### src/common/modem_cfg.svh
// offsets, field positions and reset values of the modem pin block
// assumes a byte-addressed register bus with one aligned word per register
`ifndef MODEM_CFG_SVH
`define MODEM_CFG_SVH

// register byte offsets
`define MODEM_OFF_PRI    8'h00
`define MODEM_OFF_SEC    8'h04
`define MODEM_OFF_STRAP  8'h08

// modem control field positions
`define MCR_DTR_BIT      0
`define MCR_RTS_BIT      1
`define MCR_LOOP_BIT     4
`define MCR_IR_BIT       5

// writable bits and reset value of a modem control register
`define MCR_WMASK        8'h33
`define MCR_RESET        8'h00

// latched strap set after a reset outside adapter mode, all clear
`define STRAP_RESET      5'h00

// bus responses
`define RESP_OKAY        2'h0
`define RESP_SLVERR      2'h2

`endif

### src/common/modem_pkg.sv
// types shared by the modem pin block
// assumes modem_cfg.svh for all numeric values
package modem_pkg;

    // strap set as latched at the end of reset
    typedef struct packed {
        logic       adapter;
        logic       disk_en;
        logic       uart_b;
        logic [1:0] parport;
    } strap_s;

    typedef logic [1:0] resp_t;

endpackage

### src/common/modem_ctl_if.sv
// control bits and pin levels between the register file and one port's handshake logic
// assumes both ends on the same clock
`timescale 1ns/1ns
`default_nettype none
interface modem_ctl_if;
    logic dtr_bit;
    logic rts_bit;
    logic loop;
    logic tx_data;
    logic send_request_n;
    logic terminal_ready_n;
    logic serial_out;

    modport ctl (output dtr_bit, output rts_bit, output loop, output tx_data,
                 input send_request_n, input terminal_ready_n, input serial_out);
    modport hs  (input dtr_bit, input rts_bit, input loop, input tx_data,
                 output send_request_n, output terminal_ready_n, output serial_out);
endinterface
`default_nettype wire

### src/rtl/pin_sync.sv
// three-stage synchroniser for a group of pin inputs
// assumes the pins are asynchronous to aclk; no reset, so straps can be sampled in reset
`timescale 1ns/1ns
`default_nettype none
module pin_sync #(
    parameter int W = 1
) (
    input  wire logic         aclk,
    input  wire logic [W-1:0] d,
    output var  logic [W-1:0] q
);
    logic [W-1:0] s1;
    logic [W-1:0] s2;
    logic [W-1:0] s3;

    // s1 feeds s2 only; metastability stays inside the chain
    always_ff @(posedge aclk)
    begin
        s1 <= d;
        s2 <= s1;
        s3 <= s2;
    end

    // a change counts only once stages two and three agree
    always_ff @(posedge aclk)
    begin
        for (int i = 0; i < W; i++)
        begin
            if (s2[i] == s3[i])
                q[i] <= s3[i];
        end
    end
endmodule
`default_nettype wire

### src/rtl/port_handshake.sv
// modem handshake outputs of one serial port
// assumes control bits arrive from a register file on the same clock
`timescale 1ns/1ns
`default_nettype none
module port_handshake (
    input  wire logic aclk,
    input  wire logic aresetn,
    modem_ctl_if.hs   ctl
);
    // outputs registered; reset and loopback both force the idle high level
    always_ff @(posedge aclk)
    begin
        if (!aresetn)
        begin
            ctl.send_request_n   <= 1'b1;
            ctl.terminal_ready_n <= 1'b1;
            ctl.serial_out       <= 1'b1;
        end
        else if (ctl.loop)
        begin
            ctl.send_request_n   <= 1'b1;
            ctl.terminal_ready_n <= 1'b1;
            ctl.serial_out       <= 1'b1;
        end
        else
        begin
            ctl.send_request_n   <= ~ctl.rts_bit;
            ctl.terminal_ready_n <= ~ctl.dtr_bit;
            ctl.serial_out       <= ctl.tx_data;
        end
    end
endmodule
`default_nettype wire

### src/rtl/modem_pins.sv
// modem handshake pins of two serial ports, with adapter-mode straps on the shared pins
// assumes an AXI4-Lite master on aclk and pins asynchronous to aclk
`timescale 1ns/1ns
`include "modem_cfg.svh"
`default_nettype none
module modem_pins (
    input  wire logic        aclk,
    input  wire logic        aresetn,
    // register bus
    input  wire logic [7:0]  awaddr,
    input  wire logic        awvalid,
    output var  logic        awready,
    input  wire logic [31:0] wdata,
    input  wire logic [3:0]  wstrb,
    input  wire logic        wvalid,
    output var  logic        wready,
    output var  logic [1:0]  bresp,
    output var  logic        bvalid,
    input  wire logic        bready,
    input  wire logic [7:0]  araddr,
    input  wire logic        arvalid,
    output var  logic        arready,
    output var  logic [31:0] rdata,
    output var  logic [1:0]  rresp,
    output var  logic        rvalid,
    input  wire logic        rready,
    // board and core side
    input  wire logic        adapter_mode_pin,
    input  wire logic        primary_tx_data,
    input  wire logic        secondary_tx_data,
    // shared pins as input, output and low-active enable; secondary ready and serial out are output only
    input  wire logic        primary_serial_out_i,
    output var  logic        primary_serial_out_o,
    output var  logic        primary_serial_out_oe_n,
    input  wire logic        primary_send_request_n_i,
    output var  logic        primary_send_request_n_o,
    output var  logic        primary_send_request_n_oe_n,
    input  wire logic        primary_terminal_ready_n_i,
    output var  logic        primary_terminal_ready_n_o,
    output var  logic        primary_terminal_ready_n_oe_n,
    input  wire logic        secondary_send_request_n_i,
    output var  logic        secondary_send_request_n_o,
    output var  logic        secondary_send_request_n_oe_n,
    output var  logic        secondary_terminal_ready_n,
    output var  logic        secondary_serial_out,
    // receive pins and their routed data
    input  wire logic        primary_serial_in,
    input  wire logic        secondary_serial_or_ir_in,
    output var  logic        primary_rx_data,
    output var  logic        secondary_wired_rx_data,
    output var  logic        secondary_ir_rx_data,
    // latched configuration
    output var  logic [1:0]  parport_addr_sel,
    output var  logic        uart_b_addr_sel,
    output var  logic        disk_iface_enable
);
    modem_ctl_if pri_if ();
    modem_ctl_if sec_if ();

    logic [7:0]       pri_mcr;
    logic [7:0]       sec_mcr;
    modem_pkg::strap_s straps;
    logic [6:0]       pins_raw;
    logic [6:0]       pins;
    logic             aw_held;
    logic             w_held;
    logic [7:0]       aw_addr_q;
    logic [7:0]       w_data_q;
    logic             w_lane0_q;
    logic             release_pins;
    logic             ir_sel;

    ////////////////////////////////////////////////////////////////////////////////
    // synchronise straps, mode pin and receive pins
    assign pins_raw = {secondary_serial_or_ir_in, primary_serial_in, adapter_mode_pin,
                       primary_terminal_ready_n_i, secondary_send_request_n_i,
                       primary_send_request_n_i, primary_serial_out_i};

    pin_sync #(
        .W (7)
    ) u_sync (
        .aclk (aclk),
        .d    (pins_raw),
        .q    (pins)
    );

    ////////////////////////////////////////////////////////////////////////////////
    // strap capture: follow the pins while in reset (only the mode strap outside adapter mode), frozen from the release edge on;
    // relies on the board holding each strap steady through reset
    always_ff @(posedge aclk)
    begin
        if (!aresetn)
        begin
            straps.adapter <= pins[4];
            if (pins[4])
            begin
                straps.parport <= {pins[1], pins[0]};
                straps.uart_b  <= pins[2];
                straps.disk_en <= pins[3];
            end
            else
            begin
                straps.parport <= 2'h0;
                straps.uart_b  <= 1'b0;
                straps.disk_en <= 1'b0;
            end
        end
    end

    assign parport_addr_sel  = straps.parport;
    assign uart_b_addr_sel   = straps.uart_b;
    assign disk_iface_enable = straps.disk_en;

    // shared pins let go during reset in adapter mode, so the board straps can be read
    assign release_pins = !aresetn && pins[4];

    assign primary_serial_out_oe_n       = release_pins;
    assign primary_send_request_n_oe_n   = release_pins;
    assign primary_terminal_ready_n_oe_n = release_pins;
    assign secondary_send_request_n_oe_n = release_pins;

    ////////////////////////////////////////////////////////////////////////////////
    // handshake logic of both ports
    assign pri_if.dtr_bit = pri_mcr[`MCR_DTR_BIT];
    assign pri_if.rts_bit = pri_mcr[`MCR_RTS_BIT];
    assign pri_if.loop    = pri_mcr[`MCR_LOOP_BIT];
    assign pri_if.tx_data = primary_tx_data;
    assign sec_if.dtr_bit = sec_mcr[`MCR_DTR_BIT];
    assign sec_if.rts_bit = sec_mcr[`MCR_RTS_BIT];
    assign sec_if.loop    = sec_mcr[`MCR_LOOP_BIT];
    assign sec_if.tx_data = secondary_tx_data;

    port_handshake u_pri (
        .aclk    (aclk),
        .aresetn (aresetn),
        .ctl     (pri_if.hs)
    );

    port_handshake u_sec (
        .aclk    (aclk),
        .aresetn (aresetn),
        .ctl     (sec_if.hs)
    );

    assign primary_serial_out_o       = pri_if.serial_out;
    assign primary_send_request_n_o   = pri_if.send_request_n;
    assign primary_terminal_ready_n_o = pri_if.terminal_ready_n;
    assign secondary_send_request_n_o = sec_if.send_request_n;
    assign secondary_terminal_ready_n = sec_if.terminal_ready_n;
    assign secondary_serial_out       = sec_if.serial_out;

    ////////////////////////////////////////////////////////////////////////////////
    // receive routing; the unused path idles high like a quiet line
    assign ir_sel = sec_mcr[`MCR_IR_BIT];

    always_ff @(posedge aclk)
    begin
        if (!aresetn)
        begin
            primary_rx_data         <= 1'b1;
            secondary_wired_rx_data <= 1'b1;
            secondary_ir_rx_data    <= 1'b1;
        end
        else
        begin
            primary_rx_data         <= pins[5];
            secondary_wired_rx_data <= ir_sel ? 1'b1 : pins[6];
            secondary_ir_rx_data    <= ir_sel ? pins[6] : 1'b1;
        end
    end

    ////////////////////////////////////////////////////////////////////////////////
    // write channel: address and data held separately, answered once both are in
    assign awready = !aw_held && !bvalid;
    assign wready  = !w_held && !bvalid;

    always_ff @(posedge aclk)
    begin
        if (!aresetn)
        begin
            aw_held   <= 1'b0;
            w_held    <= 1'b0;
            aw_addr_q <= 8'h00;
            w_data_q  <= 8'h00;
            w_lane0_q <= 1'b0;
        end
        else
        begin
            if (awvalid && awready)
            begin
                aw_held   <= 1'b1;
                aw_addr_q <= awaddr;
            end
            if (wvalid && wready)
            begin
                w_held    <= 1'b1;
                w_data_q  <= wdata[7:0];
                w_lane0_q <= wstrb[0];
            end
            if (aw_held && w_held)
            begin
                aw_held <= 1'b0;
                w_held  <= 1'b0;
            end
        end
    end

    // control registers; only byte lane 0 carries writable bits
    always_ff @(posedge aclk)
    begin
        if (!aresetn)
        begin
            pri_mcr <= `MCR_RESET;
            sec_mcr <= `MCR_RESET;
        end
        else if (aw_held && w_held && w_lane0_q)
        begin
            if (aw_addr_q == `MODEM_OFF_PRI)
                pri_mcr <= w_data_q & `MCR_WMASK;
            if (aw_addr_q == `MODEM_OFF_SEC)
                sec_mcr <= w_data_q & `MCR_WMASK;
        end
    end

    // write response; the strap register ignores writes but answers OKAY
    always_ff @(posedge aclk)
    begin
        if (!aresetn)
        begin
            bvalid <= 1'b0;
            bresp  <= `RESP_OKAY;
        end
        else if (aw_held && w_held)
        begin
            bvalid <= 1'b1;
            if (aw_addr_q == `MODEM_OFF_PRI || aw_addr_q == `MODEM_OFF_SEC ||
                aw_addr_q == `MODEM_OFF_STRAP)
                bresp <= `RESP_OKAY;
            else
                bresp <= `RESP_SLVERR;
        end
        else if (bready)
        begin
            bvalid <= 1'b0;
        end
    end

    ////////////////////////////////////////////////////////////////////////////////
    // read channel, one cycle to answer
    assign arready = !rvalid;

    always_ff @(posedge aclk)
    begin
        if (!aresetn)
        begin
            rvalid <= 1'b0;
            rdata  <= 32'h0000_0000;
            rresp  <= `RESP_OKAY;
        end
        else if (arvalid && arready)
        begin
            rvalid <= 1'b1;
            rresp  <= `RESP_OKAY;
            case (araddr)
                `MODEM_OFF_PRI:   rdata <= {24'h00_0000, pri_mcr};
                `MODEM_OFF_SEC:   rdata <= {24'h00_0000, sec_mcr};
                `MODEM_OFF_STRAP: rdata <= {27'h000_0000, straps};
                default:
                begin
                    rdata <= 32'h0000_0000;
                    rresp <= `RESP_SLVERR;
                end
            endcase
        end
        else if (rready)
        begin
            rvalid <= 1'b0;
        end
    end
endmodule
`default_nettype wire

### config.mk
export PLATFORM = sky130hd
export DESIGN_NAME = modem_pins
export DESIGN_NICKNAME = d
export VERILOG_FILES = /design/src/common/modem_pkg.sv /design/src/common/modem_ctl_if.sv /design/src/rtl/pin_sync.sv /design/src/rtl/port_handshake.sv /design/src/rtl/modem_pins.sv
export VERILOG_INCLUDE_DIRS = /design/src /design/src/common
export SDC_FILE = /design/constraint.sdc
export NUM_CORES = 1
export LEC_CHECK = 0
export BUFFER_PORTS_ARGS = -buffer_cell sky130_fd_sc_hd__buf_2
export CAP_MARGIN = 20
export CORE_ASPECT_RATIO = 0.75
export CORE_MARGIN = 2
export CORE_UTILIZATION = 49
export CTS_CLUSTER_SIZE = 10
export DETAILED_ROUTE_END_ITERATION = 8
export PLACE_DENSITY = 0.83
export SETUP_SLACK_MARGIN = 0.02
export SKIP_LAST_GASP = 1
export SYNTH_ARGS = -nofsm -noshare
export SYNTH_HDL_FRONTEND = slang
export SYNTH_SLANG_ARGS = --single-unit
### constraint.sdc
create_clock -name aclk -period 2.8 [get_ports aclk]
set_clock_uncertainty 0.15 [all_clocks]
set_input_delay 0.84 -clock aclk [delete_from_list [all_inputs] [get_ports aclk]]
set_output_delay 0.84 -clock aclk [all_outputs]
set_load 0.01 [all_outputs]
-- Word-level counts from Yosys, hierarchy flattened
Index checks and enable logic that the tools add are counted.
- equality and inequality tests: 11
- multiplexer cells: 7
- bitwise gates (word level): 5
- reduce and logical (&&, ||, !) cells: 27
- operators with widths (kind ; number):
    one-hot mux 6 bit (3 select lines) ; 1
    == test 8 x 3 -> 1 bit, second input constant ; 2
    == test 8 x 4 -> 1 bit, second input constant ; 2
    zero test 8 bit ; 2
    logical AND 1 bit ; 8
    OR reduction 2 bit ; 4
    == test 1 bit ; 7
    AND reduction 2 bit ; 3
    zero test 1 bit ; 5
    NOT 1 bit ; 5
    two-way mux 1 bit ; 4
    two-way mux 2 bit ; 2
    nonzero test 2 bit ; 2
    OR reduction 3 bit ; 1
    logical OR 1 bit ; 2
- bits in registers: 105
- input bits: 68
- output and inout port bits: 58
- logic and storage cells: 85

-- Longest topological paths before layout
Gate-level depths: netlist of run 1.
- word-level depth: 4
- gate-level depth with buffers: 5

-- Modules after synthesis
A second synthesis of run 1 with hierarchy kept.
- cell total of the unflattened synthesis: 239
- area, all modules: 2790.2 µm²
- modules (own cells, without submodules) (module ; times used ; cells each ; area an instance (µm²) ; seq. area each (µm²)):
    modem_pins ; 1 ; 192 ; 1930.6 ; 870.8
    pin_sync ; 1 ; 35 ; 691.9 ; 630.6
    port_handshake ; 2 ; 6 ; 83.8 ; 60.1

-- Least setup slack after synthesis of run 1
No wires, ideal clock.
- path type: in2out
- start: input aresetn
- end: output primary_serial_out_oe_n
- arrival time: 1.464 ns
- data required time: 1.810 ns
- slack: 0.346 ns
- stages: 3
- path buffers: 2
- path through: clkbuf_1 nor2b_1 buf_4
- word-level cells in the longest chain between the ends: 2
- RTL lines (element ; RTL line ; RTL):
    start: declaration ; modem_pins.sv:8 ; input wire logic aresetn,
    zero test 1 bit ; - ;
    logical AND 1 bit ; modem_pins.sv:115 ; assign release_pins = !aresetn && pins[4];
    end: declaration ; modem_pins.sv:34 ; output var logic primary_serial_out_oe_n,
No other way between the ends.

-- Worst setup path in the final report of run 1
- start: input aresetn
- end: output secondary_send_request_n_oe_n
- word-level cells in the longest chain between the ends: 2
- RTL lines (element ; RTL line ; RTL):
    zero test 1 bit ; - ;
    logical AND 1 bit ; modem_pins.sv:115 ;
    end: declaration ; modem_pins.sv:43 ; output var logic secondary_send_request_n_oe_n,
No other way between the ends.

==> qor.txt, run 1 <==
Clock sinks: 75
Clock latency on the worst-skew pair: 0.35 ns
Post-synthesis simple-gate area fraction: 15.6%
Core box area: 0.00532 mm^2
Drt pass-1 iters: 4
Post-CTS setup buffers: 0
Main combinational cell family by area after synthesis: simple AND/OR/NAND/NOR gates
DR vias/cell: 4.61
RePlAce Congestion: 0.806
Die Area: 0.00613 mm^2
CTS max path bufs: 2
Routed WL per cell: 11.8 um
Core Rows: 23
Share of layout cells above drive strength 1: 26.6%
TritonCTS buffer count: 9
Post_cts resized: 0
Power density over cell area: 682 mW/mm^2
Synthesis-stage register bit count: 75
CP Data Arrival Time: 1.29 ns
Pwr Total: 2.16 mW
Post-DP HPWL: 3540 um
Initial antenna violation count: 0
Share of flip-flops with an asynchronous set or reset: 0%
Mux contribution to synthesized area: 6.29%
Critical path class: in2out
Fill cells: 462
Final Core Density: 59.5%
Slowest stage delay, CP: 0.18 ns
Actual slew at the worst max-slew pin: 0.663 ns
Status: complete, no violations
Minimum clock period: 2.28 ns
GRT Util Overall: 16.7%
Hold Path Depth: 0
CP most frequent cell: buf_2
Required time of the critical path: 1.81 ns
Yosys warnings: 0
Sequential-to-total area share from yosys stat: 60.0%
Mapped Cells: 257
Largest net degree at the start of global routing: 25
Cell variety after synth: 25
Max Freq: 439 MHz
P&R area growth vs syn: 17.2%
Leakage: 1.42 nW
Total number of vias: 1854
Post-synth EDFFs: 12
CP max stage cell: nor2b_1
Syn Area/Cell: 10.5 um^2
Post-route antenna net violation count: 0
Total gr overflow: 0
Setup TNS Final: 0 ns
Endpoints failing setup: 0
Tcrit/Tclk final: 81.4%
Die Height: 68.3 um
First-pass GRT wire length: 7850 um
Io pins: 126
Final Max Slew Viols: 0
Crit path max fanout: 4
PortBufs: 66
Hold/Removal Path Class: reg2reg
Final Net Count: 390
Initial drt markers: 59
Routed Wire Length: 4730 um
Ant diodes: 0
Critical Path, Cell by Cell: buf_2, nor2b_1, buf_2
Chip width: 89.8 um
VDD IR max: 346 uV
Crit start category: input pin
Synth Area in Compound Gates: 5.00%
Root buffer cell: clkbuf_8
Clock Pin Slew Worst Setup and Hold Paths: 0.07 ns
Adder-cell share of the synthesized area: 0%
Multi-input gate area: 895 um^2
Unrepaired setup endpoints after global routing: no
Post-Synthesis Cell Area: 0.00270 mm^2
DRC viols: 0
CTS Hold Bufs: 0
CTS tree: built
Final hold vios: 0
Max_slew headroom: 55.7%
Reg2reg path depth: 4
Starting Density: 50.8%
Xor/xnor share of the synthesized area: 2.27%
H-tree levels: 3
Sequential cell area: 0.00162 mm^2
Most used DFF post-synth: dfxtp_1
Vias in the first global route: 1785
Crit end category: output port
Max Cap Viol: 0
[synth_stat cells, types with 2 or more instances]
cell type | number | area (um^2)
a211oi_1 | 2 | 15.0
a21oi_1 | 18 | 90.1
and2_1 | 6 | 37.5
buf_1 | 2 | 7.51
buf_4 | 33 | 248
clkbuf_1 | 6 | 22.5
dfxtp_1 | 63 | 1260
edfxtp_1 | 12 | 360
inv_1 | 3 | 11.3
mux2i_1 | 17 | 170
nand2_1 | 38 | 143
nand2b_1 | 3 | 18.8
nand3_1 | 10 | 50.1
nor2_1 | 18 | 67.6
nor2b_1 | 3 | 18.8
o21ai_0 | 6 | 30.0
or3_1 | 3 | 18.8
xnor2_1 | 7 | 61.3
[area by class of cell]
class / count / share of cell area (%)
Multi-Input combinational cell: 165 / 28.2
Clock buffer: 9 / 3.91
Inverter: 3 / 0.355
Clock inverter: 7 / 2.49
Sequential cell: 75 / 51.2
Tap cell: 75 / 2.96
Timing Repair Buffer: 68 / 10.9
[stage by stage]
stage,setup WS (ns),area [um^2],std cells,hold slack (ns)
floorplan,0.346,2810,284,0.160
global placement,0.505,2970,386,0.161
detailed placement,0.476,2970,386,0.162
CTS,0.506,3170,402,0.181
global route,0.422,3170,402,0.194
finish,0.520,3170,402,0.180
[routing by layer]
layer  GRT usage (%)  vias up  share of wire (%)
met2            29.3       68                 50
met4            8.08        0                1.2
met5               0        -                  0
met1            18.5      862                 42
li1                -      917                  -
met3            6.50        7                6.7
[cell usage in the layout (no fill, tap or decap), types with 2 or more instances in the layout]
| cell | synthesis | layout |
|---|---|---|
| a211oi_1 | 2 | 2 |
| a21oi_1 | 18 | 18 |
| and2_1 | 6 | 6 |
| buf_2 | 0 | 66 |
| buf_4 | 33 | 2 |
| clkbuf_8 | 0 | 9 |
| clkinv_4 | 0 | 3 |
| clkinvlp_4 | 0 | 3 |
| conb_1 | 1 | 28 |
| dfxtp_1 | 63 | 63 |
| edfxtp_1 | 12 | 12 |
| inv_1 | 3 | 3 |
| mux2i_1 | 17 | 17 |
| nand2_1 | 38 | 38 |
| nand2b_1 | 3 | 3 |
| nand3_1 | 10 | 10 |
| nor2_1 | 18 | 18 |
| nor2b_1 | 3 | 3 |
| o21ai_0 | 6 | 6 |
| or3_1 | 3 | 3 |
| xnor2_1 | 7 | 7 |
[report_power, final]
group	internal (mW)	switching, mW	total (mW)
sequential	1.15	0.0302	1.18
clock	0.415	0.399	0.814
combinational	0.0704	0.0981	0.168
[worst max-delay path, delay by kind of cell]
family                 cells  cell delay [ns]
AND/OR/NAND/NOR            1             0.18
buffers and inverters      2             0.27
[cell families (layout without fill, tap and decap cells)]
logic type / after synthesis / after routing
and+or+nand+nor: 87 / 87
muxes: 17 / 17
AOI/OAI and AO/OA: 26 / 26
other: 1 / 28
buffers and inverters: 44 / 87
xor gates and xnor gates: 7 / 7
DFF: 75 / 75
[final timing paths]
path                                    from                       endpoint  slack (ns)
worst max-delay path                 aresetn  secondary_send_request_n_oe_n        0.52
worst min-delay path            u_sync.s1[6]                   u_sync.s2[6]        0.18
worst max register to register  aw_addr_q[1]                     pri_mcr[1]        0.94
worst min register to register  u_sync.s1[6]                   u_sync.s2[6]        0.18
[registers in the layout, summed over array words and instances (netlist names), 6 cells and up]
register,flops
u_sync.q,7
u_sync.s3,7
u_sync.s1,7
rdata,6
aw_addr_q,8
u_sync.s2,7
(Power assumes the default switching activity.)
==> inputs of run 2 (changes only) <==
--- a/config.mk
+++ b/config.mk
@@ -10,10 +10,10 @@
 export CAP_MARGIN = 20
 export CORE_ASPECT_RATIO = 0.75
 export CORE_MARGIN = 2
-export CORE_UTILIZATION = 49
+export CORE_UTILIZATION = 46
 export CTS_CLUSTER_SIZE = 10
 export DETAILED_ROUTE_END_ITERATION = 8
-export PLACE_DENSITY = 0.83
+export PLACE_DENSITY = 0.79
 export SETUP_SLACK_MARGIN = 0.02
 export SKIP_LAST_GASP = 1
 export SYNTH_ARGS = -nofsm -noshare
==> constraint.sdc (replaced) <==
create_clock -name aclk -period 2.3 [get_ports aclk]
set_clock_uncertainty 0.15 [all_clocks]
set_input_delay 0.69 -clock aclk [delete_from_list [all_inputs] [get_ports aclk]]
set_output_delay 0.69 -clock aclk [all_outputs]
set_load 0.01 [all_outputs]
==> run 2 against run 1 <==
- die area is 6.2% higher
- sequential share of layout area is 0.37 points higher
- critical path depth is 1 lower
- highest routed layer unchanged
- hold slack hardly changed
- flip-flop and latch count stayed put
- via count is 3.3% lower
- cell area is 0.71% lower
==> qor.txt, run 2 (synthesized netlist as in run 1, its figures left out) <==
Post-route non-filler standard cell count: 405
Crit path max fanout: 6
Io pins: 126
Leakage: 1.42 nW
Dpl ws: 0.291 ns
RePlAce Congestion: 0.855
Crit start category: flop
Commonest non-fill, non-tap cells in the layout: 66 x buf_2, 63 x dfxtp_1, 38 x nand2_1
Max Cap Viol: 0
DRC viols: 0
Final Max Slew Viols: 0
Vias in the first global route: 1734
HP Start: u_sync.s1[0]
CTS max path bufs: 2
Core box area: 0.00574 mm^2
Power density over cell area: 803 mW/mm^2
Initial drt markers: 66
Crit end category: output port
Tcrit/Tclk final: 88.1%
Post_cts resized: 0
Share of layout cells above drive strength 1: 26.6%
Ant diodes: 0
Status: complete, no violations
Reg with most FFs: aw_addr_q
Critical path class: reg2out
Hold/Removal Path Class: reg2reg
First-pass GRT wire length: 7850 um
Die Area: 0.00651 mm^2
WHS: 0.179 ns
Clock latency on the worst-skew pair: 0.34 ns
Reg2reg path depth: 4
Post-route antenna net violation count: 0
CTS Hold Bufs: 0
PortBufs: 66
Final Net Count: 390
Pwr Total: 2.53 mW
Routed WL per cell: 11.6 um
Max reg flops: 8
Post-DP HPWL: 3430 um
Final hold vios: 0
TritonCTS buffer count: 9
Max Freq: 494 MHz
Hold Path Depth: 0
Crit path launch: u_sync.q[4]
CTS tree: built
Initial antenna violation count: 0
Routed Wire Length: 4680 um
DR vias/cell: 4.42
Chip width: 92.5 um
P&R area growth vs syn: 16.4%
Endpoints failing setup: 0
Placed cell count: 389
Required time of the critical path: 1.46 ns
Core Rows: 24
H-tree levels: 3
Setup TNS Final: 0 ns
Total number of vias: 1792
Clock Pin Slew Worst Setup and Hold Paths: 0.08 ns
VDD IR max: 414 uV
Slack of the critical path: 0.274 ns
CP Data Arrival Time: 1.19 ns
Worst r2r src: aw_addr_q[1]
Die Height: 70.4 um
Max_slew headroom: 56.7%
Actual slew at the worst max-slew pin: 0.649 ns
Post-CTS setup buffers: 0
Total gr overflow: 0
GRT Util Overall: 16.0%
Unrepaired setup endpoints after global routing: no
Clock sinks: 75
Root buffer cell: clkbuf_8
Commonest non-fill, non-tap cell in the layout: buf_2
Starting Density: 47.1%
Largest net degree at the start of global routing: 23
Minimum clock period: 2.03 ns
Drt pass-1 iters: 4
run 2: cell count changes in the layout (fill, tap and decap cells not counted):
| cell | previous run | this run |
|---|---|---|
| clkinvlp_4 | 3 | 1 |
| bufinv_16 | 1 | 0 |
| clkinv_2 | 0 | 2 |
| clkinv_4 | 3 | 1 |
| inv_4 | 0 | 2 |
| clkbuf_8 | 9 | 10 |
run 2: worst max-delay path, cell delays in order (launching register included):
cell,delay (ns)
edfxtp_1,0.43
nor2b_1,0.24
buf_2,0.17
run 2: routing by layer:
| metal | GRT usage (%) | vias to the layer above | routed length, um |
|---|---|---|---|
| li1 | - | 919 | - |
| met1 | 17.8 | 813 | 1980 |
| met2 | 26.0 | 56 | 2290 |
| met3 | 7.98 | 4 | 361 |
| met4 | 6.97 | 0 | 53 |
| met5 | 0 | - | 0 |
run 2: final timing paths:
| check | end | slack, ns |
|---|---|---|
| setup / recovery | primary_serial_out_oe_n | 0.27 |
| hold / removal | u_sync.s2[0] | 0.18 |
| setup reg to reg | pri_mcr[0] | 0.47 |
| hold reg to reg | u_sync.s2[0] | 0.18 |
run 2: through the flow:
stage | cell area (um^2) | util, %
floorplan | 2810 | -
global placement | 2970 | 51.8
detailed placement | 2970 | 51.8
CTS | 3150 | 54.9
global route | 3150 | 54.9
finish | 3150 | 54.9
run 2: area by class of cell:
type | instances | area, um^2
multi-input cells | 165 | 895
clock inverters | 6 | 38.8
flip-flops and latches | 75 | 1620
clock buffers | 10 | 138
repair buffers | 68 | 345
inverters | 3 | 11.3
well taps | 78 | 97.6
fillers | 508 | 2590
run 2: where the power goes:
part | switching (mW) | total [mW] | internal (mW)
combinational | 0.118 | 0.204 | 0.0857
clock | 0.471 | 0.890 | 0.419
sequential | 0.0350 | 1.43 | 1.40
total | 0.624 | 2.53 | 1.90
==> inputs of run 3 (changes only) <==
--- a/config.mk
+++ b/config.mk
@@ -6,14 +6,14 @@
 export SDC_FILE = /design/constraint.sdc
 export NUM_CORES = 1
 export LEC_CHECK = 0
-export BUFFER_PORTS_ARGS = -buffer_cell sky130_fd_sc_hd__buf_2
 export CAP_MARGIN = 20
 export CORE_ASPECT_RATIO = 0.75
 export CORE_MARGIN = 2
-export CORE_UTILIZATION = 46
+export CORE_UTILIZATION = 60
 export CTS_CLUSTER_SIZE = 10
 export DETAILED_ROUTE_END_ITERATION = 8
-export PLACE_DENSITY = 0.79
+export DONT_BUFFER_PORTS = 1
+export PLACE_DENSITY_LB_ADDON = 0.05
 export SETUP_SLACK_MARGIN = 0.02
 export SKIP_LAST_GASP = 1
 export SYNTH_ARGS = -nofsm -noshare
==> run 3 against run 2 <==
- core utilization rose by 8.8 points
- via count fell by 13%
- flip-flop and latch count did not move
- clock-buffer cell count fell by 1
- wire length fell by 15%
- register-to-register slack got worse by 0.02 ns
- non-clock buffer count fell by 66
- clock power fell by 3.0%
- sequential power barely moved
- first-iteration DRC count fell by 12%
- critical path type unchanged
- critical endpoint is now primary_send_request_n_oe_n
- largest power group unchanged
==> qor.txt, run 3 (synthesized netlist as in run 1, its figures left out) <==
Status: complete, no violations
Final Max Slew Viols: 0
PortBufs: 0
GRT Util Overall: 17.6%
Leakage: 1.15 nW
First-pass GRT wire length: 6500 um
Slack of the critical path: 0.308 ns
CTS tree: built
Core Rows: 21
Reg2reg path depth: 4
Post-DP Area: 0.00261 mm^2
Slowest stage delay, CP: 0.48 ns
Clock sinks: 75
CP max stage cell: edfxtp_1
Setup TNS Final: 0 ns
Initial antenna violation count: 0
Reg-to-Reg End: pri_mcr[5]
Dpl ws: 0.454 ns
Clock latency on the worst-skew pair: 0.33 ns
Share of layout cells above drive strength 1: 8.05%
Crit end category: output port
H-tree levels: 3
Critical path class: reg2out
Root buffer cell: clkbuf_8
Endpoints failing setup: 0
Total number of vias: 1553
Total gr overflow: 0
CTS max path bufs: 2
Critical Path, Cell by Cell: nor2b_1, buf_4
Post-layout instance area: 0.00279 mm^2
Unrepaired setup endpoints after global routing: no
Setup crit end: primary_send_request_n_oe_n
Clock Pin Slew Worst Setup and Hold Paths: 0.08 ns
CTS Hold Bufs: 0
Clock Power Share: 35.3%
Die Area: 0.00506 mm^2
CP Data Arrival Time: 1.15 ns
Max reg flops: 8
Commonest non-fill, non-tap cells in the layout: 63 x dfxtp_1, 38 x nand2_1, 28 x conb_1
Starting Density: 61.6%
Max Cap Viol: 0
Sw frac: 24.5%
Reg with most FFs: aw_addr_q
Post-DP HPWL: 2840 um
Io pins: 126
Routed Wire Length: 3970 um
TritonCTS buffer count: 9
Crit path launch: u_sync.q[4]
Final hold vios: 0
VDD IR max: 617 uV
Initial drt markers: 58
Crit-path leading delay family: flip-flops
Required time of the critical path: 1.46 ns
Power density over cell area: 875 mW/mm^2
Worst r2r src: aw_addr_q[1]
DR vias/cell: 4.88
Hold/Removal Path Class: reg2reg
Post_cts resized: 0
Chip width: 81.5 um
Pwr Total: 2.44 mW
Post-CTS setup buffers: 0
Logic pwr share: 5.5%
WHS: 0.180 ns
Die Height: 62.1 um
Drt pass-1 iters: 4
Core box area: 0.00439 mm^2
Tcrit/Tclk final: 86.6%
RePlAce Congestion: 0.760
DRC viols: 0
Fill cells: 363
Crit path max fanout: 6
Buf/Inv on CP: 1
Crit start category: flop
Routed WL per cell: 12.5 um
Flop-to-flop setup slack: 0.45 ns
Largest net degree at the start of global routing: 26
Internal power: 1.85 mW
Flop pwr share: 59.1%
Max Freq: 502 MHz
Ant diodes: 0
Psw: 597 uW
Final Net Count: 324
WP depth: 2
Commonest non-fill, non-tap cell in the layout: dfxtp_1
Vias in the first global route: 1403
Minimum clock period: 1.99 ns
Post-route antenna net violation count: 0
P&R area growth vs syn: 3.29%
==> run 3: how the worst min path moves through the flow <==
stage                       from           end  slack, ns  cells after the start
floorplan           u_sync.s1[0]  u_sync.s2[0]       0.16                      0
global placement    u_sync.s1[1]  u_sync.s2[1]       0.16                      0
detailed placement  u_sync.s1[0]  u_sync.s2[0]       0.16                      0
finish              u_sync.s1[0]  u_sync.s2[0]       0.18                      0
global route        u_sync.s1[0]  u_sync.s2[0]       0.19                      0
CTS                 u_sync.s1[0]  u_sync.s2[0]       0.18                      0
==> run 3: layout make-up <==
class                   instances  area (um^2)  share of cell area, %
clock inverters                 7         55.1                   1.97
inverters                       3         11.3                  0.403
clock buffers                   9          124                   4.44
repair buffers                  2         15.0                  0.538
flip-flops and latches         75         1620                   58.1
well taps                      57         71.3                   2.55
multi-input cells             165          895                   32.0
==> run 3: through the flow <==
| step | instances | utilization, % |
|---|---|---|
| floorplan | 284 | - |
| global placement | 302 | 59.6 |
| detailed placement | 302 | 59.6 |
| CTS | 318 | 63.6 |
| global route | 318 | 63.6 |
| finish | 318 | 63.6 |
==> run 3: power groups by stage <==
| stage | logic, mW | registers (mW) | clock network (mW) |
|---|---|---|---|
| after floorplan | 0.171 | 1.46 | 0 |
| after global placement | 0.133 | 1.47 | 0 |
| after detailed placement | 0.135 | 1.48 | 0 |
| after CTS | 0.135 | 1.45 | 0.895 |
| after global routing | 0.155 | 1.45 | 0.955 |
| final | 0.135 | 1.44 | 0.863 |
==> run 3: layer usage <==
metal / up-vias / routed length (um) / track usage [%]
li1: 788 / - / -
met1: 693 / 1840 / 22.7
met2: 68 / 1710 / 24.3
met3: 4 / 375 / 7.99
met4: 0 / 43 / 9.53
met5: - / 0 / 0
